**src/design/nfh_pkg.sv**
```systemverilog
// nfh_pkg: constants for the host-side nand flash bus sequencer
// assumes an asynchronous 8-bit nand device and a 100 MHz system clock
package nfh_pkg;
    localparam int          CLK_PERIOD_NS  = 10;
    localparam int          STROBE_LOW_NS  = 25;
    localparam int          STROBE_HIGH_NS = 15;
    localparam int          STROBE_LOW_CYC  = (STROBE_LOW_NS + CLK_PERIOD_NS - 1) / CLK_PERIOD_NS;
    localparam int          STROBE_HIGH_CYC = (STROBE_HIGH_NS + CLK_PERIOD_NS - 1) / CLK_PERIOD_NS;
    localparam int          COL_BITS       = 12;
    localparam int          ROW_BITS       = 17;
    localparam int          PLANE_ROW_BIT  = 6;
    localparam int          PAGE_BYTES     = 2112;
    localparam int          PAGES_PER_BLK  = 64;
    localparam int          BLOCKS         = 2048;
    localparam logic [7:0]  CMD_READ_SETUP = 8'h00;
    localparam logic [7:0]  CMD_READ_EXEC  = 8'h30;
    localparam logic [7:0]  CMD_CB_READ    = 8'h35;
    localparam logic [7:0]  CMD_PROG_SETUP = 8'h80;
    localparam logic [7:0]  CMD_CB_PROG    = 8'h85;
    localparam logic [7:0]  CMD_PROG_EXEC  = 8'h10;
    localparam logic [7:0]  CMD_CACHE_PROG = 8'h15;
    localparam logic [7:0]  CMD_ERASE_SET  = 8'h60;
    localparam logic [7:0]  CMD_ERASE_EXEC = 8'hD0;
    localparam logic [7:0]  CMD_STATUS     = 8'h70;
    localparam logic [7:0]  CMD_RESET      = 8'hFF;
    localparam logic [2:0]  OP_READ        = 3'h0;
    localparam logic [2:0]  OP_PROG        = 3'h1;
    localparam logic [2:0]  OP_ERASE       = 3'h2;
    localparam logic [2:0]  OP_STATUS      = 3'h3;
    localparam logic [2:0]  OP_RESET       = 3'h4;
    localparam logic [2:0]  OP_CACHE_PROG  = 3'h5;
    localparam logic [2:0]  OP_CB_READ     = 3'h6;
    localparam logic [2:0]  OP_CB_PROG     = 3'h7;
    typedef enum logic [3:0] {
        NFH_IDLE   = 4'h0,
        NFH_CMD1   = 4'h1,
        NFH_ADDR   = 4'h2,
        NFH_DIN    = 4'h3,
        NFH_CMD2   = 4'h4,
        NFH_BUSY   = 4'h5,
        NFH_DOUT   = 4'h6,
        NFH_DONE   = 4'h7
    } nfh_state_t;
endpackage

```
**src/design/nfh_fifo.sv**
```systemverilog
// nfh_fifo: synchronous valid/ready fifo for the program data path
// assumes one clock and synchronous active-low reset
`timescale 1ns/1ns
module nfh_fifo #(
    parameter int WIDTH = 8,
    parameter int DEPTH = 32
) (
    input  wire logic             ref_clk_in,
    input  wire logic             resetn_in,
    input  wire logic [WIDTH-1:0] wr_data_in,
    input  wire logic             wr_valid_in,
    output logic                  wr_ready_out,
    output logic [WIDTH-1:0]      rd_data_out,
    output logic                  rd_valid_out,
    input  wire logic             rd_ready_in
);
    localparam int AW = $clog2(DEPTH);
    logic [WIDTH-1:0] mem [DEPTH];
    logic [AW-1:0]    wptr_reg;
    logic [AW-1:0]    rptr_reg;
    logic [AW:0]      count_reg;
    logic [AW:0]      count_next;
    wire              do_wr = wr_valid_in && wr_ready_out;
    wire              do_rd = rd_valid_out && rd_ready_in;
    // ready is registered from the next count so it leaves the block from a flop
    assign count_next   = count_reg + (AW+1)'(do_wr) - (AW+1)'(do_rd);
    assign rd_valid_out = (count_reg != '0);
    assign rd_data_out  = mem[rptr_reg];
    always_ff @(posedge ref_clk_in) begin
        if (do_wr) begin
            mem[wptr_reg] <= wr_data_in;
        end
    end
    always_ff @(posedge ref_clk_in) begin
        if (!resetn_in) begin
            wptr_reg  <= '0;
            rptr_reg  <= '0;
            count_reg <= '0;
            wr_ready_out <= 1'b0;
        end else begin
            if (do_wr) begin
                wptr_reg <= (wptr_reg == AW'(DEPTH-1)) ? '0 : wptr_reg + 1'b1;
            end
            if (do_rd) begin
                rptr_reg <= (rptr_reg == AW'(DEPTH-1)) ? '0 : rptr_reg + 1'b1;
            end
            count_reg <= count_next;
            wr_ready_out <= (count_next != (AW+1)'(DEPTH));
        end
    end
endmodule

```
**src/design/nfh_host.sv**
```systemverilog
// nfh_host: host controller driving an asynchronous nand flash over its pins
// assumes pin inputs are synchronous to ref_clk_in; io_bus resolved outside
`timescale 1ns/1ns
module nfh_host
    import nfh_pkg::*;
#(
    parameter int FIFO_DEPTH = 32,
    parameter int LEN_BITS   = 12
) (
    input  wire logic                ref_clk_in,
    input  wire logic                resetn_in,
    input  wire logic                req_valid_in,
    input  wire logic [2:0]          req_op_in,
    input  wire logic [COL_BITS-1:0] req_col_in,
    input  wire logic [ROW_BITS-1:0] req_row_in,
    input  wire logic [LEN_BITS-1:0] req_len_in,
    output logic                     req_ready_out,
    input  wire logic [7:0]          wdata_in,
    input  wire logic                wdata_valid_in,
    output logic                     wdata_ready_out,
    output logic [7:0]               rdata_out,
    output logic                     rdata_valid_out,
    output logic                     done_out,
    output logic                     plane_out,
    output logic                     chip_select_n_out,
    output logic                     command_latch_sel_out,
    output logic                     addr_latch_sel_out,
    output logic                     input_strobe_n_out,
    output logic                     output_strobe_n_out,
    output logic                     program_lock_n_out,
    output logic [7:0]               io_bus_out,
    output logic                     io_bus_oe_out,
    input  wire logic [7:0]          io_bus_in,
    input  wire logic                busy_flag_n_in
);
    localparam int PH_BITS = 4;
    nfh_state_t          state_reg, state_next;
    logic [2:0]          op_reg;
    logic [COL_BITS-1:0] col_reg;
    logic [ROW_BITS-1:0] row_reg;
    logic [LEN_BITS-1:0] left_reg;
    logic [2:0]          acyc_reg;
    logic [PH_BITS-1:0]  ph_reg;
    logic                ph_last;
    logic [7:0]          fifo_data;
    logic                fifo_valid;
    logic                fifo_take;

    function automatic logic [7:0] addr_byte(input logic [2:0] idx,
                                             input logic [COL_BITS-1:0] col,
                                             input logic [ROW_BITS-1:0] row);
        case (idx)
            3'h0:    addr_byte = col[7:0];
            3'h1:    addr_byte = {4'h0, col[11:8]};
            3'h2:    addr_byte = row[7:0];
            3'h3:    addr_byte = row[15:8];
            default: addr_byte = {7'h00, row[16]};
        endcase
    endfunction

    function automatic logic [7:0] setup_cmd(input logic [2:0] op);
        case (op)
            OP_READ, OP_CB_READ:    setup_cmd = CMD_READ_SETUP;
            OP_PROG, OP_CACHE_PROG: setup_cmd = CMD_PROG_SETUP;
            OP_CB_PROG:             setup_cmd = CMD_CB_PROG;
            OP_ERASE:               setup_cmd = CMD_ERASE_SET;
            OP_STATUS:              setup_cmd = CMD_STATUS;
            default:                setup_cmd = CMD_RESET;
        endcase
    endfunction

    wire [7:0] exec_cmd = (op_reg == OP_READ)       ? CMD_READ_EXEC :
                          (op_reg == OP_CB_READ)    ? CMD_CB_READ :
                          (op_reg == OP_ERASE)      ? CMD_ERASE_EXEC :
                          (op_reg == OP_CACHE_PROG) ? CMD_CACHE_PROG : CMD_PROG_EXEC;
    // erase sends row only; single-cycle commands send no address
    wire [2:0] acyc_first = (req_op_in == OP_ERASE) ? 3'h2 : 3'h0;
    wire       single_cmd = (op_reg == OP_STATUS) || (op_reg == OP_RESET);
    wire       is_prog    = (op_reg == OP_PROG) || (op_reg == OP_CACHE_PROG);
    wire       needs_lock_off = is_prog || (op_reg == OP_ERASE) || (op_reg == OP_CB_PROG);
    wire       writing    = (state_reg == NFH_CMD1) || (state_reg == NFH_ADDR) ||
                            (state_reg == NFH_CMD2) || (state_reg == NFH_DIN);
    // strobe low in first part of each byte phase, high afterwards
    wire       strobe_low = (ph_reg < PH_BITS'(STROBE_LOW_CYC));
    wire       byte_end   = ph_last;
    wire       din_stall  = (state_reg == NFH_DIN) && !fifo_valid && (ph_reg == '0);
    wire       left_zero  = (left_reg == '0);
    // only a request that ready announced is taken, never in the first cycle out of reset
    wire       req_take   = (state_reg == NFH_IDLE) && req_valid_in && req_ready_out;
    // read data sampled while the output strobe is still low; the bus floats once it rises
    wire       rd_sample  = (state_reg == NFH_DOUT) && (ph_reg == PH_BITS'(STROBE_LOW_CYC));
    wire       lock_off   = needs_lock_off && (state_reg != NFH_IDLE) &&
                            (state_reg != NFH_DONE);
    wire [7:0] out_byte   = (state_reg == NFH_CMD1) ? setup_cmd(op_reg) :
                            (state_reg == NFH_CMD2) ? exec_cmd :
                            (state_reg == NFH_ADDR) ? addr_byte(acyc_reg, col_reg, row_reg) :
                            fifo_data;

    assign ph_last   = (ph_reg == PH_BITS'(STROBE_LOW_CYC + STROBE_HIGH_CYC - 1));
    assign fifo_take = (state_reg == NFH_DIN) && byte_end;

    nfh_fifo #(
        .WIDTH (8),
        .DEPTH (FIFO_DEPTH)
    ) u_fifo (
        .ref_clk_in   (ref_clk_in),
        .resetn_in    (resetn_in),
        .wr_data_in   (wdata_in),
        .wr_valid_in  (wdata_valid_in),
        .wr_ready_out (wdata_ready_out),
        .rd_data_out  (fifo_data),
        .rd_valid_out (fifo_valid),
        .rd_ready_in  (fifo_take)
    );

    always_comb begin
        state_next = state_reg;
        case (state_reg)
            NFH_IDLE: if (req_take) state_next = NFH_CMD1;
            NFH_CMD1: if (byte_end) state_next = single_cmd ? (op_reg == OP_STATUS ?
                              NFH_DOUT : NFH_BUSY) : NFH_ADDR;
            NFH_ADDR: if (byte_end && acyc_reg == 3'h4) begin
                state_next = (is_prog && !left_zero) ? NFH_DIN : NFH_CMD2;
            end
            NFH_DIN:  if (byte_end && left_reg == LEN_BITS'(1)) state_next = NFH_CMD2;
            NFH_CMD2: if (byte_end) state_next = NFH_BUSY;
            NFH_BUSY: if (busy_flag_n_in && ph_last) begin
                state_next = ((op_reg == OP_READ) && !left_zero) ? NFH_DOUT : NFH_DONE;
            end
            NFH_DOUT: if (byte_end && left_reg <= LEN_BITS'(1)) state_next = NFH_DONE;
            default:  state_next = NFH_IDLE;
        endcase
    end

    always_ff @(posedge ref_clk_in) begin
        if (!resetn_in) begin
            state_reg <= NFH_IDLE;
            ph_reg    <= '0;
        end else begin
            state_reg <= state_next;
            ph_reg    <= (state_next != state_reg || byte_end || din_stall ||
                          state_reg == NFH_IDLE) ? '0 : ph_reg + 1'b1;
        end
    end

    always_ff @(posedge ref_clk_in) begin
        if (!resetn_in) begin
            op_reg   <= OP_RESET;
            col_reg  <= '0;
            row_reg  <= '0;
            left_reg <= '0;
            acyc_reg <= '0;
        end else if (req_take) begin
            op_reg   <= req_op_in;
            col_reg  <= req_col_in;
            row_reg  <= req_row_in;
            left_reg <= (req_op_in == OP_STATUS) ? LEN_BITS'(1) : req_len_in;
            acyc_reg <= acyc_first;
        end else if (byte_end) begin
            if (state_reg == NFH_ADDR) acyc_reg <= acyc_reg + 3'h1;
            if (state_reg == NFH_DIN || state_reg == NFH_DOUT) begin
                left_reg <= left_reg - 1'b1;
                col_reg  <= col_reg + 1'b1;
            end
        end
    end

    always_ff @(posedge ref_clk_in) begin
        if (!resetn_in) begin
            chip_select_n_out     <= 1'b1;
            command_latch_sel_out <= 1'b0;
            addr_latch_sel_out    <= 1'b0;
            input_strobe_n_out    <= 1'b1;
            output_strobe_n_out   <= 1'b1;
            program_lock_n_out    <= 1'b0;
            io_bus_out            <= 8'h00;
            io_bus_oe_out         <= 1'b0;
            rdata_out             <= 8'h00;
            rdata_valid_out       <= 1'b0;
            done_out              <= 1'b0;
            plane_out             <= 1'b0;
            req_ready_out         <= 1'b0;
        end else begin
            // select held low through busy: deselect would not end the operation
            chip_select_n_out     <= (state_reg == NFH_IDLE) || (state_reg == NFH_DONE);
            command_latch_sel_out <= (state_reg == NFH_CMD1) || (state_reg == NFH_CMD2);
            addr_latch_sel_out    <= (state_reg == NFH_ADDR);
            input_strobe_n_out    <= !(writing && strobe_low && !din_stall);
            output_strobe_n_out   <= !((state_reg == NFH_DOUT) && strobe_low);
            program_lock_n_out    <= lock_off;
            io_bus_out            <= out_byte;
            io_bus_oe_out         <= writing;
            rdata_valid_out       <= (state_reg == NFH_DOUT) && byte_end;
            rdata_out             <= rd_sample ? io_bus_in : rdata_out;
            done_out              <= (state_reg == NFH_DONE);
            plane_out             <= row_reg[PLANE_ROW_BIT];
            req_ready_out         <= (state_next == NFH_IDLE);
        end
    end
endmodule

```
**config.mk**
```make
export PLATFORM = sky130hd
export DESIGN_NAME = nfh_host
export DESIGN_NICKNAME = d
export VERILOG_FILES = /design/src/design/nfh_pkg.sv /design/src/design/nfh_fifo.sv /design/src/design/nfh_host.sv
export SDC_FILE = /design/constraint.sdc
export NUM_CORES = 1
export LEC_CHECK = 0
export ABC_CLOCK_PERIOD_IN_PS = 3780
export BUFFER_PORTS_ARGS = -buffer_cell sky130_fd_sc_hd__clkbuf_2
export CAP_MARGIN = 30
export CORE_MARGIN = 3
export CORE_UTILIZATION = 40
export CTS_CLUSTER_SIZE = 8
export DETAILED_ROUTE_END_ITERATION = 10
export PLACE_DENSITY = 0.56
export SYNTH_ARGS = -nofsm -noshare
export SYNTH_HDL_FRONTEND = slang
export SYNTH_SLANG_ARGS = --single-unit
```
**constraint.sdc**
```tcl
create_clock -name ref_clk_in -period 3.78 [get_ports ref_clk_in]
set_input_delay 0.378 -clock ref_clk_in [delete_from_list [all_inputs] [get_ports ref_clk_in]]
set_output_delay 0.378 -clock ref_clk_in [all_outputs]
set_load 0.1 [all_outputs]
```
==> impl_summary.txt <==
----------------------------------------------------
[Min path]
  Worst hold-check path type ... input port to register
  Worst Hold Launch ... req_row_in[6]
  Worst min-delay path endpoint ... row_reg[6]
  Worst Hold Path Cells ... 3

[STA]
  Finish-stage setup viols ... 0
  Fmax achieved ... around 0.32 GHz
  Final Max Tran Viols ... 0
  Total count of hold-check failures in the final report ... 0
  Unrepaired setup endpoints after global routing ... false
  Fin Hold WS ... approximately 0.04 ns
  Final sum of negative setup slack ... 0 ns
  Slew Limit Headroom ... between 30% and 40%
  Final worst setup slack ... about 0.66 ns
  Tightest Pin Transition ... roughly 0.97 ns
  Min cycle time layout ... just over 3 ns
  Fin crit share ... between 80% and 90%
  Max Clock Skew ... ~0.028 ns

[Worst setup path]
  Startpoint types ... register
  Largest fanout on the critical path ... 14
  Worst r2r dst ... u_fifo.wr_ready_out
  Worst r2r src ... state_reg[1]
  Setup CP Type ... register to register
  Sort of element at the end of the critical path ... register
  Worst reg-to-reg path cell count ... 11
  Required time of the critical path ... about 4.3 ns
  Critical Path AT ... roughly 3.6 ns
  Worst-case register-to-register setup slack ... between 0.6 and 0.7 ns

[Power and ir drop]
  Power density over cell area ... about 520 nW/um^2
  Portion of total power attributed to combinational logic ... ~8.6%
  Sequential cell fraction of total power ... between 40 and 50%
  Part of the total power dissipated in the clock network ... a little over two fifths
  Internal ... ~7.0 mW
  Worst IR Drop VDD ... between 0.0004 and 0.0005 V
  Sw frac ... 23.66%
  Static power due to leakage ... approximately 6 nW
  Net switching power ... between 2 and 2.5 mW

[GRT]
  GRT overflow ... 0
  Number of antenna violations at the first check in global routing ... 0
  GRT Total Usage ... between 10% and 20%
  First-pass GRT wire length ... ~57000 um
  Largest net degree at the start of global routing ... 40
  Number of global-route vias before repair ... ~9500

[Clocking]
  Setup bufs post-CTS ... 0
  CTS resizes ... 0
  CTS tree ... done
  Max Buffers Root-to-Sink ... 3
  CTS root buffer ... clkbuf_16
  Number of buffers created by CTS ... 50
  TritonCTS sink count ... 360
  Clk_lat worst skew ... 0.57 ns
  H-tree depth ... 2
  Worst-path clk slew ... roughly 0.050 ns

[Synthesis]
  Instance count of the mapped netlist ... about 1100
  Yosys warns ... 0
  Biggest area consumer among synthesized cells ... edfxtp_1
  Net count after synthesis ... roughly 1200
  Synthesized area ... 15180 sq um
  Most instantiated flip-flop cell in the synthesis netlist ... edfxtp_1
  Sequential fraction of the synthesis area ... approximately 64%
  Count of unique library cells instantiated by Yosys ... 77
  FFs w/ async S/R, synth ... 0%
  Number of synthesized flops with an enable pin ... 256
  Top area cells in the synthesized netlist ... edfxtp_1 51%, dfxtp_1 14%, mux4_2 9.3%
  Fraction of post-synthesis cell area in the top cell type by area ... 50.63%
  FF+latch count, synth ... 360
  Syn Area/Cell ... about 14 sq um

[Final layout]
  Final non-filler cell area ... between 15000 and 20000 sq um
  Relative area change from synthesis to final layout ... 15.68%
  Most frequent cells in the layout ... 256 x edfxtp_1, 101 x dfxtp_1, 99 x nor2_1
  Antenna Cells ... 0
  Nets ... 1284
  Leading cell type in the layout, fill and taps excluded ... edfxtp_1
  Flip-flop count of the largest register after layout ... roughly 260
  Layout cells sized above 1 ... 20.10%

[Routing]
  Via count ... about 9500
  Max Used Layer ... met4
  Routed wl met2 ... around 17000 um
  Post-route met1 wirelength ... ~17000 um
  Detailed-route wire length ... approximately 37000 um
  Number of DRC markers after the initial detailed-route iteration ... between 600 and 700
  Met3 WL post-DR ... between 2000 and 2500 um
  Number of nets with antenna violations after detailed routing ... 0
  Post-route DRC violation count ... 0
  1st-pass router iterations ... 5
  Drt wl/cell ... between 20 and 25 um
  Drt via density ... 5.519

[Floorplan]
  Die Y-Extent ... between 200 and 250 um
  Core Region ... ~37000 sq um
  Number of I/O pins ... 93
  Die X ... 200.8 um
  Initial core utilization ... approximately 41%
  Total Die Area ... slightly above 40000 sq um
  Count of standard-cell rows ... 70

[Placement]
  Routability congestion estimate from global placement ... roughly 0.82
  Worst setup slack before clock tree synthesis ... between 0.6 and 0.7 ns
  Standard cell area after detailed placement ... 16170 sq um
  Number of buffers added on ports ... roughly 90
  DP HPWL ... 24330 um

[Run]
  Count of max-cap constraint violations ... 0

[Outcome]
  Outcome ... complete, no violations

----------------------------------------------------
[per-stage QoR]
step	instances	power (mW)	utilization (%)
after floorplan	1089	4.985	-
after global placement	1643	5.232	43.65
after detailed placement	1643	5.248	43.65
after CTS	1718	9.315	47.41
after global routing	1718	9.556	47.41
final	1718	9.210	47.41
[how the worst max path moves through the flow]
| stage | from | end | slack (ns) |
|---|---|---|---|
| floorplan | ph_reg[0] | u_fifo.wr_ready_out | 0.91 |
| global placement | ph_reg[0] | u_fifo.wr_ready_out | 0.71 |
| detailed placement | state_reg[1] | u_fifo.wr_ready_out | 0.68 |
| CTS | state_reg[1] | u_fifo.wr_ready_out | 0.68 |
| global route | u_fifo.count_reg[3] | u_fifo.wr_ready_out | 0.45 |
| finish | state_reg[1] | u_fifo.wr_ready_out | 0.66 |
[critical path, cell delays in order (launching register included)]
cell and delay [ns]:
dfxtp_1 0.59, and4bb_2 0.37, nand3b_1 0.31, inv_1 0.14, ha_1 0.20, inv_1 0.05, ha_1 0.27, a21o_1 0.10
a21oi_1 0.11, or4b_2 0.62, o2111ai_1 0.14, o31a_1 0.16
[power groups by stage]
stage	Combinational, mW	Clock, mW	Sequential, mW
after floorplan	0.424	0	4.56
after global placement	0.776	0	4.46
after detailed placement	0.788	0	4.46
after CTS	0.791	4.14	4.38
after global routing	0.861	4.30	4.39
final	0.791	4.03	4.39
[per-layer routing]
metal	track usage, %	up-vias
met5	0	-
met4	5.646	0
met3	3.421	55
met2	28.07	323
met1	26.27	4714
li1	-	4390
[Yosys cell counts (4+ instances only)]
cell,number
a211oi_1,13
a21oi_1,55
a222oi_1,4
a22oi_1,8
a31oi_1,13
a32o_1,9
and2_1,9
and3_1,9
buf_1,5
buf_2,11
buf_4,4
clkbuf_1,40
dfxtp_1,104
edfxtp_1,256
ha_1,26
inv_1,27
mux2i_1,21
mux4_2,63
nand2_1,87
nand2b_1,7
nand3_1,25
nand3b_1,12
nand4_1,8
nor2_1,99
nor2b_1,12
nor3_1,27
nor3b_1,4
nor4_1,6
nor4b_1,4
o211ai_1,6
o21ai_0,26
o311a_1,7
or2_2,4
xnor2_1,8
xor2_1,4
[cells by family after synthesis]
group                      after synthesis  share of synthesized area [%]
xor gates and xnor gates                12                         0.6922
muxes                                   89                          11.40
adders and majority gates               27                          2.274
other                                    1                        0.02470
buffers and inverters                   89                          2.439
and+or+nand+nor                        335                          11.02
AOI/OAI and AO/OA                      176                          7.820
DFF                                    360                          64.34
[final cells by class]
cell class / instances / area, sq um
clock inverter: 2 / 28.78
inverter: 28 / 105.1
sequential: 360 / 9776
tap: 504 / 630.6
clock buffer: 72 / 1355
multi-input combinational: 640 / 5045
timing repair buffer: 112 / 625.6
fill: 3243 / 19480
[what timing repair did]
action,4_1_cts,5_1_grt
endpoints found under the setup margin,0,0
hold endpoints to repair,1,0
hold buffers,1,0
Note: power is estimated with default switching activity, not from simulation.
